$ cat src/i2c_sdp_pkg.sv
// constants, field layouts and state encodings for the two-wire status and data port
package i2c_sdp_pkg;

   // register offsets on the plain register port
   localparam logic [2:0] ADDR_OWN = 3'h0;
   localparam logic [2:0] ADDR_CTRL = 3'h1;
   localparam logic [2:0] ADDR_STAT = 3'h2;
   localparam logic [2:0] ADDR_DATA = 3'h3;
   localparam logic [2:0] ADDR_CTRL2 = 3'h4;

   // field positions used for write decoding
   localparam int CTRL_MS_BIT = 5;
   localparam int CTRL_RSTA_BIT = 2;
   localparam int STAT_AL_BIT = 4;
   localparam int STAT_IF_BIT = 1;
   localparam int CTRL2_GENERAL_CALL_ENABLE_BIT = 7;

   // reset values
   localparam logic [7:0] CTRL_RST = 8'h00;
   localparam logic [6:0] OWN_RST = 7'h00;
   localparam logic GENERAL_CALL_ENABLE_RST = 1'b0;
   localparam logic TCF_RST = 1'b1;
   localparam logic [7:0] DATA_RST = 8'h00;

   // general call address and byte length
   localparam logic [6:0] GEN_CALL_ADDR = 7'h00;
   localparam logic [3:0] BYTE_BITS = 4'h8;

   // timing: half period of the generated serial clock
   localparam int CLK_PERIOD_NS = 10;
   localparam int SCL_HALF_NS = 5000;
   localparam int HALF_CYC = (SCL_HALF_NS + CLK_PERIOD_NS - 1) / CLK_PERIOD_NS;
   localparam int TIMER_W = 10;
   localparam logic [TIMER_W-1:0] HALF_LAST = TIMER_W'(HALF_CYC - 1);

   // control register layout
   typedef struct packed {
      logic en;
      logic ie;
      logic ms;
      logic tx;
      logic txak;
      logic rsta;
      logic [1:0] rsvd;
   } ctrl_t;

   // status register layout
   typedef struct packed {
      logic transfer_complete_flag;
      logic aas;
      logic busy;
      logic al;
      logic rsvd;
      logic slave_direction_flag;
      logic iif;
      logic received_ack_flag;
   } status_t;

   // serial line pair, clock high bit
   typedef struct packed {
      logic scl;
      logic sda;
   } line_t;

   // byte engine, gray along idle, bits, ack, wait
   typedef enum logic [1:0] {
      ENG_IDLE = 2'h0,
      ENG_BITS = 2'h1,
      ENG_ACK = 2'h3,
      ENG_WAIT = 2'h2
   } eng_t;

   // master line condition generator
   typedef enum logic [2:0] {
      GEN_NONE = 3'h0,
      GEN_START = 3'h1,
      GEN_STOP_A = 3'h3,
      GEN_STOP_B = 3'h2,
      GEN_RS_A = 3'h6,
      GEN_RS_B = 3'h7,
      GEN_RS_C = 3'h5
   } gen_t;

endpackage

$ cat src/i2c_status_and_data_port.sv
// two-wire bus byte engine with status flags and byte data port
//
// Contract
// - transfer complete low while byte moves, set at ninth clock fall
// - transfer complete meaningful only around a transfer of this module
// - addressed flag set on own address or enabled general call
// - any control write clears the addressed flag
// - busy set on start, cleared on stop
// - arbitration lost when driven high samples low in transmit or ack
// - arbitration lost on busy start, slave repeat start, unrequested stop
// - arbitration flag clears only by writing one or by clearing the enable bit
// - other status bits are read-only
// - status bit three reads zero
// - slave direction holds received read/write bit after address match
// - interrupt flag set on arbitration loss, byte complete, addressed
// - interrupt request while flag set and enable bit one
// - interrupt flag clears only by writing one or by clearing the enable bit
// - received ack flag captures data line at ninth clock
// - master transmit data write starts byte, msb first
// - master receive data read starts next byte reception
// - slave data accesses start transfers only after address match
// - transfer starts only when transmit select matches direction
// - data read returns last received byte, never transmitted ones
// - interrupt enable gates request without clearing pending flag
// - general call enable decides general call acceptance
// - master select rise starts, fall stops, arbitration loss clears silently
`timescale 1ns/1ps
module i2c_status_and_data_port (
   input wire logic core_clk,
   input wire logic reset,
   input wire logic [2:0] reg_addr,
   input wire logic [7:0] reg_wdata,
   input wire logic reg_wr,
   input wire logic reg_rd,
   output logic [7:0] reg_rdata,
   output logic irq,
   input wire logic scl_i,
   output logic scl_o,
   output logic scl_oe,
   input wire logic sda_i,
   output logic sda_o,
   output logic sda_oe
);

   i2c_sdp_pkg::line_t sync1_ff, sync2_ff, sync3_ff, line_ff, prev_ff, nxt_line;
   i2c_sdp_pkg::ctrl_t ctrl_ff, nxt_ctrl;
   i2c_sdp_pkg::status_t stat_ff, nxt_stat;
   i2c_sdp_pkg::eng_t st_ff, nxt_st;
   i2c_sdp_pkg::gen_t gen_ff, nxt_gen;
   logic [6:0] own_ff, nxt_own;
   logic general_call_enable_ff, nxt_general_call_enable;
   logic [7:0] rx_data_ff, nxt_rx_data;
   logic [7:0] shift_ff, nxt_shift;
   logic [7:0] rdata_ff, nxt_rdata;
   logic [3:0] cnt_ff, nxt_cnt;
   logic [i2c_sdp_pkg::TIMER_W-1:0] timer_ff, nxt_timer;
   logic sda_bit_ff, nxt_sda_bit;
   logic mclk_low_ff, nxt_mclk_low;
   logic is_addr_ff, nxt_is_addr;
   logic addressed_ff, nxt_addressed;
   logic xmit_ff, nxt_xmit;
   logic ack_low_ff, nxt_ack_low;
   logic scl_oe_ff, nxt_scl_oe;
   logic sda_oe_ff, nxt_sda_oe;
   logic scl_rise, scl_fall, start_det, stop_det;
   logic wr_ctrl, wr_stat, wr_data, rd_data;
   logic ms_set_req, ms_clr_req, rsta_req, lose, done, can_go, match;

   // three-stage synchroniser; only the second stage reads the first
   always_ff @(posedge core_clk or posedge reset) begin
      if (reset) begin
         sync1_ff <= 2'h3;
         sync2_ff <= 2'h3;
         sync3_ff <= 2'h3;
         line_ff <= 2'h3;
         prev_ff <= 2'h3;
      end else begin
         sync1_ff <= {scl_i, sda_i};
         sync2_ff <= sync1_ff;
         sync3_ff <= sync2_ff;
         line_ff <= nxt_line;
         prev_ff <= line_ff;
      end
   end

   // a line change counts only once stages two and three agree
   always_comb begin
      nxt_line.scl = (sync2_ff.scl == sync3_ff.scl) ? sync3_ff.scl : line_ff.scl;
      nxt_line.sda = (sync2_ff.sda == sync3_ff.sda) ? sync3_ff.sda : line_ff.sda;
   end

   // bus event detection on the filtered lines
   assign scl_rise = line_ff.scl & ~prev_ff.scl;
   assign scl_fall = ~line_ff.scl & prev_ff.scl;
   assign start_det = line_ff.scl & prev_ff.scl & prev_ff.sda & ~line_ff.sda;
   assign stop_det = line_ff.scl & prev_ff.scl & ~prev_ff.sda & line_ff.sda;

   // register strobes
   assign wr_ctrl = reg_wr && (reg_addr == i2c_sdp_pkg::ADDR_CTRL);
   assign wr_stat = reg_wr && (reg_addr == i2c_sdp_pkg::ADDR_STAT);
   assign wr_data = reg_wr && (reg_addr == i2c_sdp_pkg::ADDR_DATA);
   assign rd_data = reg_rd && (reg_addr == i2c_sdp_pkg::ADDR_DATA);
   assign ms_set_req = wr_ctrl & reg_wdata[i2c_sdp_pkg::CTRL_MS_BIT] & ~ctrl_ff.ms & ctrl_ff.en;
   assign ms_clr_req = wr_ctrl & ~reg_wdata[i2c_sdp_pkg::CTRL_MS_BIT] & ctrl_ff.ms & ctrl_ff.en;
   assign rsta_req = wr_ctrl & reg_wdata[i2c_sdp_pkg::CTRL_RSTA_BIT] & ctrl_ff.en;
   assign done = (timer_ff == i2c_sdp_pkg::HALF_LAST);
   // slave accesses move bytes only once we have been addressed
   // slave needs match
   assign can_go = ctrl_ff.ms | addressed_ff;
   assign match = (shift_ff[7:1] == own_ff) | (general_call_enable_ff & (shift_ff[7:1] == i2c_sdp_pkg::GEN_CALL_ADDR));

   // next state of registers, flags, byte engine and condition generator
   always_comb begin
      nxt_ctrl = ctrl_ff;
      nxt_stat = stat_ff;
      nxt_st = st_ff;
      nxt_gen = gen_ff;
      nxt_own = own_ff;
      nxt_general_call_enable = general_call_enable_ff;
      nxt_rx_data = rx_data_ff;
      nxt_shift = shift_ff;
      nxt_cnt = cnt_ff;
      nxt_timer = timer_ff;
      nxt_sda_bit = sda_bit_ff;
      nxt_mclk_low = mclk_low_ff;
      nxt_is_addr = is_addr_ff;
      nxt_addressed = addressed_ff;
      nxt_xmit = xmit_ff;
      nxt_ack_low = ack_low_ff;
      lose = 1'b0;

      // plain register writes
      if (reg_wr && (reg_addr == i2c_sdp_pkg::ADDR_OWN)) begin
         nxt_own = reg_wdata[6:0];
      end
      if (reg_wr && (reg_addr == i2c_sdp_pkg::ADDR_CTRL2)) begin
         nxt_general_call_enable = reg_wdata[i2c_sdp_pkg::CTRL2_GENERAL_CALL_ENABLE_BIT];
      end
      if (wr_ctrl) begin
         nxt_ctrl = reg_wdata;
         nxt_ctrl.ms = ctrl_ff.ms;
         nxt_ctrl.rsta = 1'b0;
         nxt_ctrl.rsvd = 2'h0;
         nxt_stat.aas = 1'b0;
      end
      // write-one-to-clear; the sets below override so no event is lost
      // al write one
      if (wr_stat) begin
         if (reg_wdata[i2c_sdp_pkg::STAT_AL_BIT]) begin
            nxt_stat.al = 1'b0;
         end
         if (reg_wdata[i2c_sdp_pkg::STAT_IF_BIT]) begin
            nxt_stat.iif = 1'b0;
         end
      end

      // master select and repeated start requests
      // start stop control
      if (ms_set_req) begin
         if (stat_ff.busy) begin
            lose = 1'b1;
         end else begin
            nxt_ctrl.ms = 1'b1;
            nxt_gen = i2c_sdp_pkg::GEN_START;
            nxt_timer = '0;
         end
      end else if (ms_clr_req) begin
         nxt_ctrl.ms = 1'b0;
         nxt_gen = i2c_sdp_pkg::GEN_STOP_A;
         nxt_timer = '0;
         nxt_st = i2c_sdp_pkg::ENG_IDLE;
      end else if (rsta_req) begin
         if (!ctrl_ff.ms) begin
            lose = 1'b1;
         end else if (st_ff == i2c_sdp_pkg::ENG_WAIT) begin
            nxt_gen = i2c_sdp_pkg::GEN_RS_A;
            nxt_timer = '0;
         end
      end

      // line condition generator; bit, GEN_STOP_B and GEN_RS_B high halves wait for the real line level
      case (gen_ff)
         i2c_sdp_pkg::GEN_NONE: begin
            if (ctrl_ff.ms && (st_ff == i2c_sdp_pkg::ENG_BITS || st_ff == i2c_sdp_pkg::ENG_ACK)) begin
               if (mclk_low_ff || line_ff.scl) begin
                  nxt_timer = done ? '0 : timer_ff + 1'b1;
                  if (done) begin
                     nxt_mclk_low = ~mclk_low_ff;
                  end
               end
            end
         end
         i2c_sdp_pkg::GEN_START, i2c_sdp_pkg::GEN_RS_C: begin
            nxt_timer = done ? '0 : timer_ff + 1'b1;
            if (done) begin
               nxt_gen = i2c_sdp_pkg::GEN_NONE;
            end
         end
         i2c_sdp_pkg::GEN_STOP_A, i2c_sdp_pkg::GEN_RS_A: begin
            nxt_timer = done ? '0 : timer_ff + 1'b1;
            if (done) begin
               nxt_gen = (gen_ff == i2c_sdp_pkg::GEN_STOP_A) ? i2c_sdp_pkg::GEN_STOP_B : i2c_sdp_pkg::GEN_RS_B;
            end
         end
         i2c_sdp_pkg::GEN_STOP_B, i2c_sdp_pkg::GEN_RS_B: begin
            if (line_ff.scl) begin
               nxt_timer = done ? '0 : timer_ff + 1'b1;
               if (done) begin
                  nxt_gen = (gen_ff == i2c_sdp_pkg::GEN_STOP_B) ? i2c_sdp_pkg::GEN_NONE : i2c_sdp_pkg::GEN_RS_C;
               end
            end
         end
         default: begin
            nxt_gen = i2c_sdp_pkg::GEN_NONE;
         end
      endcase

      // byte engine driven by filtered bus edges
      if (start_det) begin
         nxt_stat.busy = 1'b1;
         nxt_is_addr = 1'b1;
         nxt_addressed = 1'b0;
         nxt_cnt = 4'h0;
         nxt_xmit = 1'b0;
         nxt_sda_bit = 1'b1;
         nxt_st = ctrl_ff.ms ? i2c_sdp_pkg::ENG_WAIT : i2c_sdp_pkg::ENG_BITS;
         nxt_stat.transfer_complete_flag = ctrl_ff.ms;
      end else if (stop_det) begin
         nxt_stat.busy = 1'b0;
         nxt_st = i2c_sdp_pkg::ENG_IDLE;
         nxt_addressed = 1'b0;
         nxt_is_addr = 1'b0;
         nxt_xmit = 1'b0;
         if (ctrl_ff.ms) begin
            lose = 1'b1;
         end
      end else begin
         case (st_ff)
            i2c_sdp_pkg::ENG_BITS: begin
               if (scl_rise) begin
                  nxt_shift = {shift_ff[6:0], line_ff.sda};
                  nxt_cnt = cnt_ff + 4'h1;
                  if (ctrl_ff.ms && xmit_ff && sda_bit_ff && !line_ff.sda) begin
                     lose = 1'b1;
                  end
               end else if (scl_fall && cnt_ff == i2c_sdp_pkg::BYTE_BITS) begin
                  nxt_st = i2c_sdp_pkg::ENG_ACK;
                  nxt_sda_bit = 1'b1;
                  if (is_addr_ff && !ctrl_ff.ms) begin
                     // address always acked on match, regardless of txak
                     nxt_addressed = match;
                     nxt_ack_low = match;
                     if (match) begin
                        nxt_stat.slave_direction_flag = shift_ff[0];
                     end
                  end else begin
                     nxt_ack_low = ~xmit_ff & ~ctrl_ff.txak;
                  end
               end else if (scl_fall) begin
                  nxt_sda_bit = shift_ff[7];
               end
            end
            i2c_sdp_pkg::ENG_ACK: begin
               if (scl_rise) begin
                  nxt_stat.received_ack_flag = line_ff.sda;
                  if (ctrl_ff.ms && !xmit_ff && !ack_low_ff && !line_ff.sda) begin
                     lose = 1'b1;
                  end
               end else if (scl_fall) begin
                  nxt_ack_low = 1'b0;
                  nxt_is_addr = 1'b0;
                  if (!ctrl_ff.ms && !addressed_ff) begin
                     nxt_st = i2c_sdp_pkg::ENG_IDLE;
                  end else begin
                     nxt_st = i2c_sdp_pkg::ENG_WAIT;
                     nxt_stat.transfer_complete_flag = 1'b1;
                     nxt_stat.iif = 1'b1;
                     if (is_addr_ff && !ctrl_ff.ms) begin
                        nxt_stat.aas = 1'b1;
                     end
                     if (!xmit_ff && !is_addr_ff) begin
                        nxt_rx_data = shift_ff;
                     end
                  end
               end
            end
            i2c_sdp_pkg::ENG_WAIT: begin
               if (wr_data && can_go && ctrl_ff.tx && gen_ff == i2c_sdp_pkg::GEN_NONE) begin
                  nxt_st = i2c_sdp_pkg::ENG_BITS;
                  nxt_xmit = 1'b1;
                  nxt_shift = reg_wdata;
                  nxt_sda_bit = reg_wdata[7];
                  nxt_cnt = 4'h0;
                  nxt_stat.transfer_complete_flag = 1'b0;
                  nxt_mclk_low = 1'b1;
                  nxt_timer = '0;
               end else if (rd_data && can_go && !ctrl_ff.tx && gen_ff == i2c_sdp_pkg::GEN_NONE) begin
                  nxt_st = i2c_sdp_pkg::ENG_BITS;
                  nxt_xmit = 1'b0;
                  nxt_sda_bit = 1'b1;
                  nxt_cnt = 4'h0;
                  nxt_stat.transfer_complete_flag = 1'b0;
                  nxt_mclk_low = 1'b1;
                  nxt_timer = '0;
               end
            end
            default: begin
               nxt_st = i2c_sdp_pkg::ENG_IDLE;
            end
         endcase
      end

      // arbitration loss drops master without a stop and stops driving data
      // silent master clear
      if (lose) begin
         nxt_stat.al = 1'b1;
         nxt_stat.iif = 1'b1;
         nxt_ctrl.ms = 1'b0;
         nxt_xmit = 1'b0;
         nxt_sda_bit = 1'b1;
         nxt_gen = i2c_sdp_pkg::GEN_NONE;
      end

      nxt_stat.rsvd = 1'b0;

      if (!ctrl_ff.en) begin
         nxt_stat = '0;
         nxt_stat.transfer_complete_flag = i2c_sdp_pkg::TCF_RST;
         nxt_ctrl.ms = 1'b0;
         nxt_st = i2c_sdp_pkg::ENG_IDLE;
         nxt_gen = i2c_sdp_pkg::GEN_NONE;
         nxt_timer = '0;
         nxt_mclk_low = 1'b0;
         nxt_sda_bit = 1'b1;
         nxt_is_addr = 1'b0;
         nxt_addressed = 1'b0;
         nxt_xmit = 1'b0;
         nxt_ack_low = 1'b0;
      end

      // line drives; slave stretches the clock while software owes a byte
      case (gen_ff)
         i2c_sdp_pkg::GEN_START: begin
            nxt_scl_oe = 1'b0;
            nxt_sda_oe = 1'b1;
         end
         i2c_sdp_pkg::GEN_STOP_A: begin
            nxt_scl_oe = 1'b1;
            nxt_sda_oe = 1'b1;
         end
         i2c_sdp_pkg::GEN_STOP_B, i2c_sdp_pkg::GEN_RS_C: begin
            nxt_scl_oe = 1'b0;
            nxt_sda_oe = 1'b1;
         end
         i2c_sdp_pkg::GEN_RS_A: begin
            nxt_scl_oe = 1'b1;
            nxt_sda_oe = 1'b0;
         end
         i2c_sdp_pkg::GEN_RS_B: begin
            nxt_scl_oe = 1'b0;
            nxt_sda_oe = 1'b0;
         end
         default: begin
            nxt_scl_oe = ((st_ff == i2c_sdp_pkg::ENG_WAIT) & can_go)
               | (ctrl_ff.ms & mclk_low_ff & ((st_ff == i2c_sdp_pkg::ENG_BITS) | (st_ff == i2c_sdp_pkg::ENG_ACK)));
            nxt_sda_oe = ((st_ff == i2c_sdp_pkg::ENG_BITS) & xmit_ff & ~sda_bit_ff)
               | ((st_ff == i2c_sdp_pkg::ENG_ACK) & ack_low_ff);
         end
      endcase
      if (!ctrl_ff.en) begin
         nxt_scl_oe = 1'b0;
         nxt_sda_oe = 1'b0;
      end

      // read data, valid only in the cycle after the read strobe
      nxt_rdata = 8'h00;
      if (reg_rd) begin
         case (reg_addr)
            i2c_sdp_pkg::ADDR_OWN: nxt_rdata = {1'b0, own_ff};
            i2c_sdp_pkg::ADDR_CTRL: nxt_rdata = ctrl_ff;
            i2c_sdp_pkg::ADDR_STAT: nxt_rdata = stat_ff;
            i2c_sdp_pkg::ADDR_DATA: nxt_rdata = rx_data_ff;
            i2c_sdp_pkg::ADDR_CTRL2: nxt_rdata = {general_call_enable_ff, 7'h00};
            default: nxt_rdata = 8'h00;
         endcase
      end
   end

   // state registers
   always_ff @(posedge core_clk or posedge reset) begin
      if (reset) begin
         ctrl_ff <= i2c_sdp_pkg::CTRL_RST;
         stat_ff <= {i2c_sdp_pkg::TCF_RST, 7'h00};
         st_ff <= i2c_sdp_pkg::ENG_IDLE;
         gen_ff <= i2c_sdp_pkg::GEN_NONE;
         own_ff <= i2c_sdp_pkg::OWN_RST;
         general_call_enable_ff <= i2c_sdp_pkg::GENERAL_CALL_ENABLE_RST;
         rx_data_ff <= i2c_sdp_pkg::DATA_RST;
         shift_ff <= 8'h00;
         rdata_ff <= 8'h00;
         cnt_ff <= 4'h0;
         timer_ff <= '0;
         sda_bit_ff <= 1'b1;
         mclk_low_ff <= 1'b0;
         is_addr_ff <= 1'b0;
         addressed_ff <= 1'b0;
         xmit_ff <= 1'b0;
         ack_low_ff <= 1'b0;
         scl_oe_ff <= 1'b0;
         sda_oe_ff <= 1'b0;
      end else begin
         ctrl_ff <= nxt_ctrl;
         stat_ff <= nxt_stat;
         st_ff <= nxt_st;
         gen_ff <= nxt_gen;
         own_ff <= nxt_own;
         general_call_enable_ff <= nxt_general_call_enable;
         rx_data_ff <= nxt_rx_data;
         shift_ff <= nxt_shift;
         rdata_ff <= nxt_rdata;
         cnt_ff <= nxt_cnt;
         timer_ff <= nxt_timer;
         sda_bit_ff <= nxt_sda_bit;
         mclk_low_ff <= nxt_mclk_low;
         is_addr_ff <= nxt_is_addr;
         addressed_ff <= nxt_addressed;
         xmit_ff <= nxt_xmit;
         ack_low_ff <= nxt_ack_low;
         scl_oe_ff <= nxt_scl_oe;
         sda_oe_ff <= nxt_sda_oe;
      end
   end

   // outputs; open-drain pins only ever pull low
   assign reg_rdata = rdata_ff;
   assign irq = stat_ff.iif & ctrl_ff.ie;
   assign scl_o = 1'b0;
   assign sda_o = 1'b0;
   assign scl_oe = scl_oe_ff;
   assign sda_oe = sda_oe_ff;

endmodule // i2c_status_and_data_port

$ cat config.mk
export PLATFORM = sky130hd
export DESIGN_NAME = i2c_status_and_data_port
export DESIGN_NICKNAME = d
export VERILOG_FILES = /design/src/i2c_sdp_pkg.sv /design/src/i2c_status_and_data_port.sv
export SDC_FILE = /design/constraint.sdc
export NUM_CORES = 1
export LEC_CHECK = 0
export BUFFER_PORTS_ARGS = -buffer_cell sky130_fd_sc_hd__buf_2
export CAP_MARGIN = 15
export CORE_AREA = 4 4 92 94
export CTS_BUF_LIST = sky130_fd_sc_hd__clkbuf_8
export DETAILED_ROUTE_END_ITERATION = 10
export DIE_AREA = 0 0 96 98
export GPL_ROUTABILITY_DRIVEN = 0
export PLACE_DENSITY = 0.81
export RECOVER_POWER = 50
export SLEW_MARGIN = 20
export SYNTH_ARGS = -nofsm -noshare
export SYNTH_HDL_FRONTEND = slang
export SYNTH_SLANG_ARGS = --single-unit
export TNS_END_PERCENT = 20
$ cat constraint.sdc
create_clock -name core_clk -period 2.95 [get_ports core_clk]
set_input_delay 0.295 -clock core_clk [delete_from_list [all_inputs] [get_ports core_clk]]
set_output_delay 0.295 -clock core_clk [all_outputs]
set_load 0.1 [all_outputs]
; Word-level counts from Yosys, hierarchy flattened
; Index checks and enable logic that the tools add are counted.
[classes]
add_sub_neg = 2
eq_ne = 59
n_mux = 158
bitwise = 43
n_reduce_logical = 56
[op_table]
columns = cell, count
row1 = 10-bit 2-to-1 mux, 16
row2 = 1-bit 2-to-1 mux, 87
row3 = 3-bit 2-to-1 mux, 16
row4 = 8-bit one-hot mux with 5 select lines, 1
row5 = 2-bit 2-to-1 mux, 18
row6 = 8-bit 2-to-1 mux, 4
row7 = 10-bit one-hot mux with 3 select lines, 1
row8 = 1-bit bitwise AND, 24
row9 = "4-bit by 1-bit inequality test with 1-bit output, second input constant", 6
row10 = 1-bit logical AND, 23
row11 = 7-bit AND reduction, 3
row12 = 4-bit 2-to-1 mux, 5
row13 = "3-bit inequality test, second input constant", 6
row14 = "4-bit inequality test, second input constant", 4
row15 = 8-bit one-hot mux with 2 select lines, 1
row16 = 1-bit inverter, 14
row17 = "3-bit by 2-bit equality test with 1-bit output, second input constant", 4
row18 = "3-bit equality test, second input constant", 4
row19 = "2-bit by 1-bit inequality test with 1-bit output, second input constant", 6
row20 = "2-bit inequality test, second input constant", 6
row21 = "6-bit inequality test, second input constant", 2
row22 = 1-bit one-hot mux with 2 select lines, 6
row23 = 3-bit one-hot mux with 4 select lines, 1
row24 = 4-bit AND reduction, 3
row25 = other kinds (31), 57
[totals]
ff_bits = 82
input_bits = 17
word_cells = 358

; Logic depth before layout (Yosys ltp)
; Gate-level depths: netlist of run 1.
[depth]
word_depth = 16
mapped_depth = 7

; Worst setup path before layout of run 1
; OpenSTA, ideal clock, no wires.
[synth_path]
kind = register -> register
start = register gen_ff[0]
end = register timer_ff[6] (netlist bit)
setup_time_ns = 0.129
arrival_ns = 1.741
required_time_ns = 2.821
path_slack_ns = 1.081
stages_incl_launch_ff = 7
path_buffers = 1
synth_period_minus_slack_ns = 1.869
cell_sequence = dfrtp_1 > buf_2 > or4_4 > nor4_4 > nand2_1 > nand2_2 > nor3_1
[synth_between]
elab_chain_len = 9
[synth_lines]
columns = element, line_no
row1 = start: declaration, i2c_status_and_data_port.sv:49  ; i2c_sdp_pkg::gen_t gen_ff, nxt_gen;
row2 = start signal: assignment, i2c_status_and_data_port.sv:395  ; gen_ff <= i2c_sdp_pkg::GEN_NONE;
row3 = start signal: assignment, i2c_status_and_data_port.sv:415  ; gen_ff <= nxt_gen;
row4 = 3-bit by 2-bit equality test with 1-bit output (tied with other cells), i2c_status_and_data_port.sv:182  ; case (gen_ff)
row5 = 4-bit OR reduction (no source line) / 2-bit OR reduction (equally long branches), n/a
row6 = 10-bit one-hot mux with 3 select lines, i2c_status_and_data_port.sv:182
row7 = 10-bit 2-to-1 mux, i2c_status_and_data_port.sv:297  ; end else if (rd_data && can_go && !ctrl_ff.tx && gen_ff == i2c_sdp_pkg::GEN_NONE) begin
row8 = 10-bit 2-to-1 mux, i2c_status_and_data_port.sv:288  ; if (wr_data && can_go && ctrl_ff.tx && gen_ff == i2c_sdp_pkg::GEN_NONE) begin
row9 = 10-bit 2-to-1 mux, i2c_status_and_data_port.sv:238  ; case (st_ff)
row10 = 10-bit 2-to-1 mux, i2c_status_and_data_port.sv:228  ; end else if (stop_det) begin
row11 = 10-bit 2-to-1 mux *, i2c_status_and_data_port.sv:219  ; if (start_det) begin
row12 = 10-bit 2-to-1 mux *, i2c_status_and_data_port.sv:326  ; if (!ctrl_ff.en) begin
row13 = "via nxt_timer, one bit", i2c_status_and_data_port.sv:56  ; logic [i2c_sdp_pkg::TIMER_W-1:0] timer_ff, nxt_timer;
row14 = end signal: assignment, i2c_status_and_data_port.sv:422  ; timer_ff <= nxt_timer;
row15 = end: declaration, i2c_status_and_data_port.sv:56
; Mark *: on every way through the listed nets, which the timed path passes. The rest lies on a longest branch.
; A chain may end at the register's enable or synchronous reset.

; Final worst setup path of run 1
[layout_path]
start = register line_ff[1] (netlist bit)
end = register timer_ff[7] (netlist bit)
[layout_between]
elab_chain_len = 10
[layout_lines]
columns = element, line_no
row1 = start: declaration, i2c_status_and_data_port.sv:45  ; i2c_sdp_pkg::line_t sync1_ff, sync2_ff, sync3_ff, line_ff, prev_ff, nxt_line;
row2 = start signal: assignment, i2c_status_and_data_port.sv:81  ; line_ff <= nxt_line;
row3 = 1-bit logical OR, i2c_status_and_data_port.sv:185  ; if (mclk_low_ff || line_ff.scl) begin
row4 = 10-bit 2-to-1 mux, i2c_status_and_data_port.sv:185
row5 = 10-bit 2-to-1 mux, i2c_status_and_data_port.sv:184  ; if (ctrl_ff.ms && (st_ff == i2c_sdp_pkg::ENG_BITS || st_ff == i2c_sdp_pkg::ENG_ACK)) begin
row6 = 10-bit one-hot mux with 3 select lines, i2c_status_and_data_port.sv:182
row7 = 10-bit 2-to-1 mux, i2c_status_and_data_port.sv:297
row8 = 10-bit 2-to-1 mux, i2c_status_and_data_port.sv:288
row9 = 10-bit 2-to-1 mux, i2c_status_and_data_port.sv:238
row10 = 10-bit 2-to-1 mux, i2c_status_and_data_port.sv:228
row11 = 10-bit 2-to-1 mux *, i2c_status_and_data_port.sv:219
row12 = 10-bit 2-to-1 mux *, i2c_status_and_data_port.sv:326
row13 = "via nxt_timer, one bit", i2c_status_and_data_port.sv:56
; Marked as above.

==> flow_summary.toml, run 1 <==
[routing]
drt_iter0_markers = 345
routed_via_density = 6.384
wl_met2_mm = 5.188
wl_per_cell_um = 18.44
vias = 3805
dr_wl_met3_um = 956
maxUsedRoutingLayer = "met4"
drt_pass1_iterations = 5
drtAntennaViolNets = 0
totalWireLength_mm = 10.99
wl_met1_mm = 4.608
drc_errors = 0

[clock_tree]
cts_root_buf = "clkbuf_8"
cts_made_buffers = 9
postCtsSetupBuffers = 0
clockBufferDepth = 2
cts_max_level = 3
insertion_delay_ps = 360
clk_pin_slew_ps = 80
clkSinkCount = 81
holdBufCountCts = 1
cts_tree = "built"
cts_resized = 0

[yosys]
synth-main-ff-cell = "dfrtp_1"
postSynth.asyncResetShare_pct = 100.0
avgSynthCellArea_sq_um = 9.614
synth_edf_count = 0
synth_seq_cells = 81
synth.distinct_cells = 72
syn_inst = 468
yosysWarnings = 0
synthDominantCellAreaShare_pct = 38.38
synth_top_area_cell = "dfrtp_1"
ys_seq_area_share_pct = 45.38
netlist_area_sq_um = 4499
ys_top_cells_by_area = "dfrtp_1 (38%), dfstp_2 (7.0%), mux2_2 (5.5%), nand2_1 (4.6%), nor2_1 (3.1%)"

[grt]
grt_overflow_total = 0
grt_pass1_wl_mm = 17.67
antenna_found_initial = 0
grt_max_degree = 35
grt_pass1_vias = 3417
gr-usage-all-layers_pct = 23.96

[layout]
final_common_cell = "dfrtp_1"
area.growth.synth_to_final_pct = 9.538
layout_common_cells = "dfrtp_1 (69), nand2_1 (55), nor2_1 (37)"
drive_above_1_share_pct = 18.62
fin_cells = 596
antenna_cells = 0
nNetsFinal = 509
final_cell_area_sq_um = 4928

[power]
peakVddDrop_v = 0.0002484
power.leakage_nw = 2.113
power_mw = 2.634
powerDensity_nw_per_um2 = 534.4

[setup_path]
path_class = "reg2reg"
worstPathArrival_ps = 2690
end_kind = "register"
cp_max_fo = 23
path_buf_inv = 0
r2r_slack_ps = 550
required_ps = 3230
cp_top_family = "compound AO/OA/AOI/OAI gates"
worstSetupStartpointType = "register"
crit_chain = "and3b_1 -> o21a_1 -> a211oi_1 -> o21ai_0 -> a21oi_1"
slowest_delay_ps = 960
worst_path_max_delay_cell = "dfstp_1"

[floorplan]
coreArea_sq_um = 7647
dieHeight_um = 98
placement_rows = 32
die_area_sq_um = 9408
initial_utilization_pct = 58.84
die_x_um = 96
pin_count = 30

[timing]
setup_violations = 0
worst_pin_slew_ps = 1429
period_share_pct = 81.51
finalCriticalPeriod_ps = 2405
final-hold-violation-count = 0
rsz0062_at_grt = "no"
tns_ps = 0
fin_worst_skew_ps = 14.00
timing.fmax_mhz = 415.9
drv_slew = 0
maxSlewHeadroom_pct = 4.242

[run_status]
status = "finished, final reports clean"

[flow_run]
maxCapViolCount = 0

[placed_design]
dp_hpwl_mm = 7.661
place.port_buffers = 27
dp_cells = 578
dpl_cell_area_sq_um = 4684

[hold_path]
hold_class = "in2reg"
-- per-stage QoR --
stage	utilization (%)	hold WS [ps]	setup WS [ps]
floorplan	-	299.5	594.8
global placement	61.26	345.5	713.5
detailed placement	61.26	347.3	646.9
CTS	64.45	11.68	687.4
global route	64.45	4.207	344.0
finish	64.45	32.36	545.3
-- Yosys cell counts, types with 3 or more instances --
cell and instances:
dfrtp_1 69, nand2_1 55, nor2_1 37, a21oi_1 27
nand3_1 23, mux2_2 22, o21ai_0 17, clkbuf_1 14
nor2b_1 13, dfstp_2 12, mux2i_1 12, a31oi_1 11
inv_1 10, nor3_1 9, o21ai_1 8, a22oi_1 7
buf_2 6, nand3b_1 6, and2_1 5, and3_1 5
nand2b_1 5, xor2_1 5, a211oi_1 4, nand4_1 4
nor4_1 4, o31ai_1 4, xnor2_1 4, a21boi_0 3
and3b_1 3, ha_1 3, mux4_2 3, or3_1 3
-- kinds of logic after synthesis --
kind of cell    synth area share, %
flops                         45.38
fa+ha+maj                     1.279
buf+inv                       3.754
mux                           9.677
simple gates                  21.66
other cells                 0.08335
xor+xnor                      1.752
compound gates                16.41
-- state kept, by name, summed over array words and instances (netlist names), 4 cells and up --
| name | count |
|---|---|
| own_ff | 7 |
| reg_rdata | 8 |
| rx_data_ff | 8 |
| cnt_ff | 4 |
| stat_ff | 7 |
| shift_ff | 8 |
| ctrl_ff | 5 |
| timer_ff | 10 |
-- power breakdown --
part           switching, mW  total [mW]  internal, mW
combinational          0.259       0.409         0.151
sequential            0.0949        1.28          1.19
clock                  0.449       0.941         0.493
total                  0.803        2.63          1.83
-- metal layers --
layer	vias to the layer above	global-route usage, %
met1	1812	34.24
met3	26	5.008
met5	-	0
li1	1741	-
met4	0	7.221
met2	226	36.59
-- cell type report --
class / instances / area (sq um)
fill: 620 / 2719
multi-input combinational: 351 / 2292
sequential: 81 / 2042
timing repair buffer: 35 / 190.2
tap: 102 / 127.6
clock buffer: 9 / 123.9
clock inverter: 7 / 110.1
inverter: 11 / 42.54
-- final timing paths --
| check | from | endpoint | cells after the start |
|---|---|---|---|
| setup / recovery | line_ff[1] | timer_ff[7] | 5 |
| hold / removal | scl_i | sync1_ff[1] | 1 |
| setup reg to reg | line_ff[1] | timer_ff[7] | 5 |
| hold reg to reg | sync1_ff[1] | sync2_ff[1] | 0 |
| max in group asynchronous | reset | shift_ff[5] | 4 |
| min in group asynchronous | reset | rx_data_ff[2] | 3 |
-- worst reg2reg max path, cell delays in order (launching register included) --
cell and delay [ps]:
dfstp_1 960, and3b_1 260, o21a_1 200, a211oi_1 560, o21ai_0 200, a21oi_1 160
No activity file was read; power rests on OpenSTA's default activity.
==> inputs of run 2 (changes only) <==
- ABC_AREA: default -> 1
- CORE_AREA: 4 4 92 94 -> 4 4 94 96
- DIE_AREA: 0 0 96 98 -> 0 0 98 100
- clock period: 2.95 -> 2.49 ns (I/O delays scaled with it)
==> run 2 against run 1 <==
Final area increased by 4.6%. Clock skew decreased by 1.9 ps. Synthesized cell count grew 24%. Global-route usage decreased by 0.26 points. Total power increased by 24%. Via count increased by 7.1%. Clock-buffer cell count is the same. Critical path type unchanged. The run now ends with capacitance limit, slew limit left.
==> flow_summary.toml, run 2 <==
[layout]
final_common_cell = "nand2_1"
top_register = "timer_ff"
layout_common_cells = "nand2_1 (127), inv_1 (74), dfrtp_1 (69)"
nNetsFinal = 637
fin_cells = 727
area.growth.synth_to_final_pct = 9.657
antenna_cells = 0
largest_reg_flops = 10
drive_above_1_share_pct = 20.26

[timing]
rsz0062_at_grt = "no"
setup_violations = 0
fin_worst_skew_ps = 12.13
final-hold-violation-count = 0
finalCriticalPeriod_ps = 1935
tns_ps = 0
maxSlewHeadroom_pct = -3.383
timing.fmax_mhz = 516.9
period_share_pct = 77.70
worst_pin_slew_ps = 1542
drv_slew = 37

[routing]
drt_pass1_iterations = 5
wl_per_cell_um = 15.52
vias = 4074
drc_errors = 0
drtAntennaViolNets = 0
totalWireLength_mm = 11.28
drt_iter0_markers = 335
routed_via_density = 5.604

[floorplan]
dieHeight_um = 100
coreArea_sq_um = 8051
placement_rows = 33
pin_count = 30
die_x_um = 98
die_area_sq_um = 9800
initial_utilization_pct = 58.41

[power]
power_mw = 3.277
powerDensity_nw_per_um2 = 635.5
comb_power_share_pct = 19.0
power.leakage_nw = 2.452
internal_power_mw = 2.227
switchingPower_mw = 1.050
peakVddDrop_v = 0.0003938
pwr-share-clk_pct = 33.0
seq_power_share_pct = 48.0
switching_share_pct = 32.04

[placed_design]
dp_cells = 708
dp_hpwl_mm = 8.395
place.port_buffers = 27

[yosys]
postSynth.asyncResetShare_pct = 100.0
synth_most_common_cell = "nand2_1"
synth.distinct_cells = 48
synth_seq_cells = 81
synth_top_area_cell = "dfrtp_1"
netlist_area_sq_um = 4703
synth_common_cells = "nand2_1 (127), inv_1 (75), dfrtp_1 (69), nor2_1 (49), nand3_1 (39)"
synthDominantCellAreaShare_pct = 36.71
synth-main-ff-cell = "dfrtp_1"
synth_edf_count = 0
ys_top_cells_by_area = "dfrtp_1 (37%), nand2_1 (10%), dfstp_2 (6.7%), inv_1 (6.0%), nand3_1 (4.2%)"
ys_seq_area_share_pct = 43.42
syn_inst = 582
avgSynthCellArea_sq_um = 8.081
yosysWarnings = 0

[hold_path]
min_path_cells = 3
hold_class = "in2reg"

[setup_path]
worst_path_max_delay_cell = "dfstp_1"
cp_max_fo = 16
cp_num_cells = 8
reg2reg_depth = 8
worstPathArrival_ps = 2230
worstSetupStartpointType = "register"
required_ps = 2780
cp_top_family = "simple AND/OR/NAND/NOR gates"
path_class = "reg2reg"
crit_top_cell = "nand2_2"
path_buf_inv = 1
slowest_delay_ps = 690
crit_chain = "nand2_2 -> inv_1 -> nand3_2 -> nand2_2 -> nor2_1 -> o21ai_4 -> nand2_1 -> o21ai_2"
end_kind = "register"

[grt]
gr-usage-all-layers_pct = 23.71
grt_pass1_wl_mm = 18.65
grt_pass1_vias = 3882
grt_overflow_total = 0
antenna_found_initial = 0
grt_max_degree = 37

[clock_tree]
insertion_delay_ps = 360
clk_pin_slew_ps = 90
cts_tree = "built"
cts_made_buffers = 9
postCtsSetupBuffers = 0
cts_root_buf = "clkbuf_8"
clkSinkCount = 81
clockBufferDepth = 2
cts_max_level = 3

[run_status]
violations = "capacitance limit, slew limit"
status = "complete, but fails checks"

[flow_run]
maxCapViolCount = 1
-- run 2: cell count changes in the layout (fill, tap and decap cells not counted), sizes merged, moves of 12 or more --
cell,change
o21ai,+28
mux2,-18
nor2b,-13
mux2i,-12
inv,+77
nand3,+23
nor2,+27
nand2,+79
-- run 2: cell type report --
cell class              count  area (sq um)
clock buffers               9         123.9
clock inverters             7         101.3
fillers                   696          2894
inverters                  88         331.6
multi-input cells         402          2233
flip-flops and latches     81          2042
well taps                 105         131.4
repair buffers             35         193.9
-- run 2: power by group through the flow --
stage	registers, mW	logic (mW)	clock network [mW]
4_1_cts	1.57	0.623	1.10
5_1_grt	1.59	0.697	1.17
2_1_floorplan	1.60	0.441	0
6_report	1.57	0.622	1.08
3_5_place_dp	1.60	0.617	0
3_3_place_gp	1.59	0.605	0
-- run 2: per-stage QoR --
stage / cell area (sq um) / hold slack (ps) / setup slack [ps] / utilization (%)
floorplan: 4707 / 253.5 / 180.8 / -
global placement: 4918 / 326.4 / 679.5 / 61.09
detailed placement: 4918 / 340.9 / 628.1 / 61.09
CTS: 5174 / 136.4 / 621.0 / 64.26
global route: 5157 / 132.9 / 296.4 / 64.06
finish: 5157 / 141.7 / 555.4 / 64.06
-- run 2: worst register-to-register path, delay by kind of cell, from the launching register on --
family,cells,cell delay (ps)
and+or+nand+nor,5,790
DFF,1,690
AOI/OAI and AO/OA,2,290
buffers and inverters,1,100
-- run 2: worst paths after layout --
kind	from	to	slack [ps]
max	line_ff[1]	shift_ff[1]	560
min	reg_rd	reg_rdata[3]	140
max reg2reg	line_ff[1]	shift_ff[1]	560
min reg2reg	sync1_ff[1]	sync2_ff[1]	360
max in group asynchronous	reset	sync3_ff[0]	580
min in group asynchronous	reset	reg_rdata[1]	780
-- run 2: layer usage --
metal / part of all wire, % / up-vias / track usage [%] / routed length [um]
met3: 6.1 / 36 / 5.907 / 687
met2: 46 / 150 / 35.60 / 5149
met5: 0 / - / 0 / 0
li1: - / 1962 / - / -
met1: 45 / 1926 / 32.90 / 5055
met4: 3.4 / 0 / 10.12 / 389
-- run 2: repair_timing --
| action | 4_1_cts | 5_1_grt |
|---|---|---|
| endpoints found under the hold margin | 35 | 0 |
| setup endpoints to repair | 0 | 0 |
| hold buffers | 3 | 0 |
| resized for setup | 0 | 0 |
-- run 2: kinds of logic (layout without fill, tap and decap cells) --
kind of cell | after synthesis | after routing | synth area share [%]
AOI/OAI and AO/OA | 107 | 107 | 14.61
xor gates and xnor gates | 11 | 11 | 2.048
adders and majority gates | 5 | 5 | 1.224
buffers and inverters | 100 | 139 | 9.018
DFF | 81 | 81 | 43.42
muxes | 4 | 4 | 1.037
other | 1 | 2 | 0.07973
and+or+nand+nor | 273 | 273 | 28.57
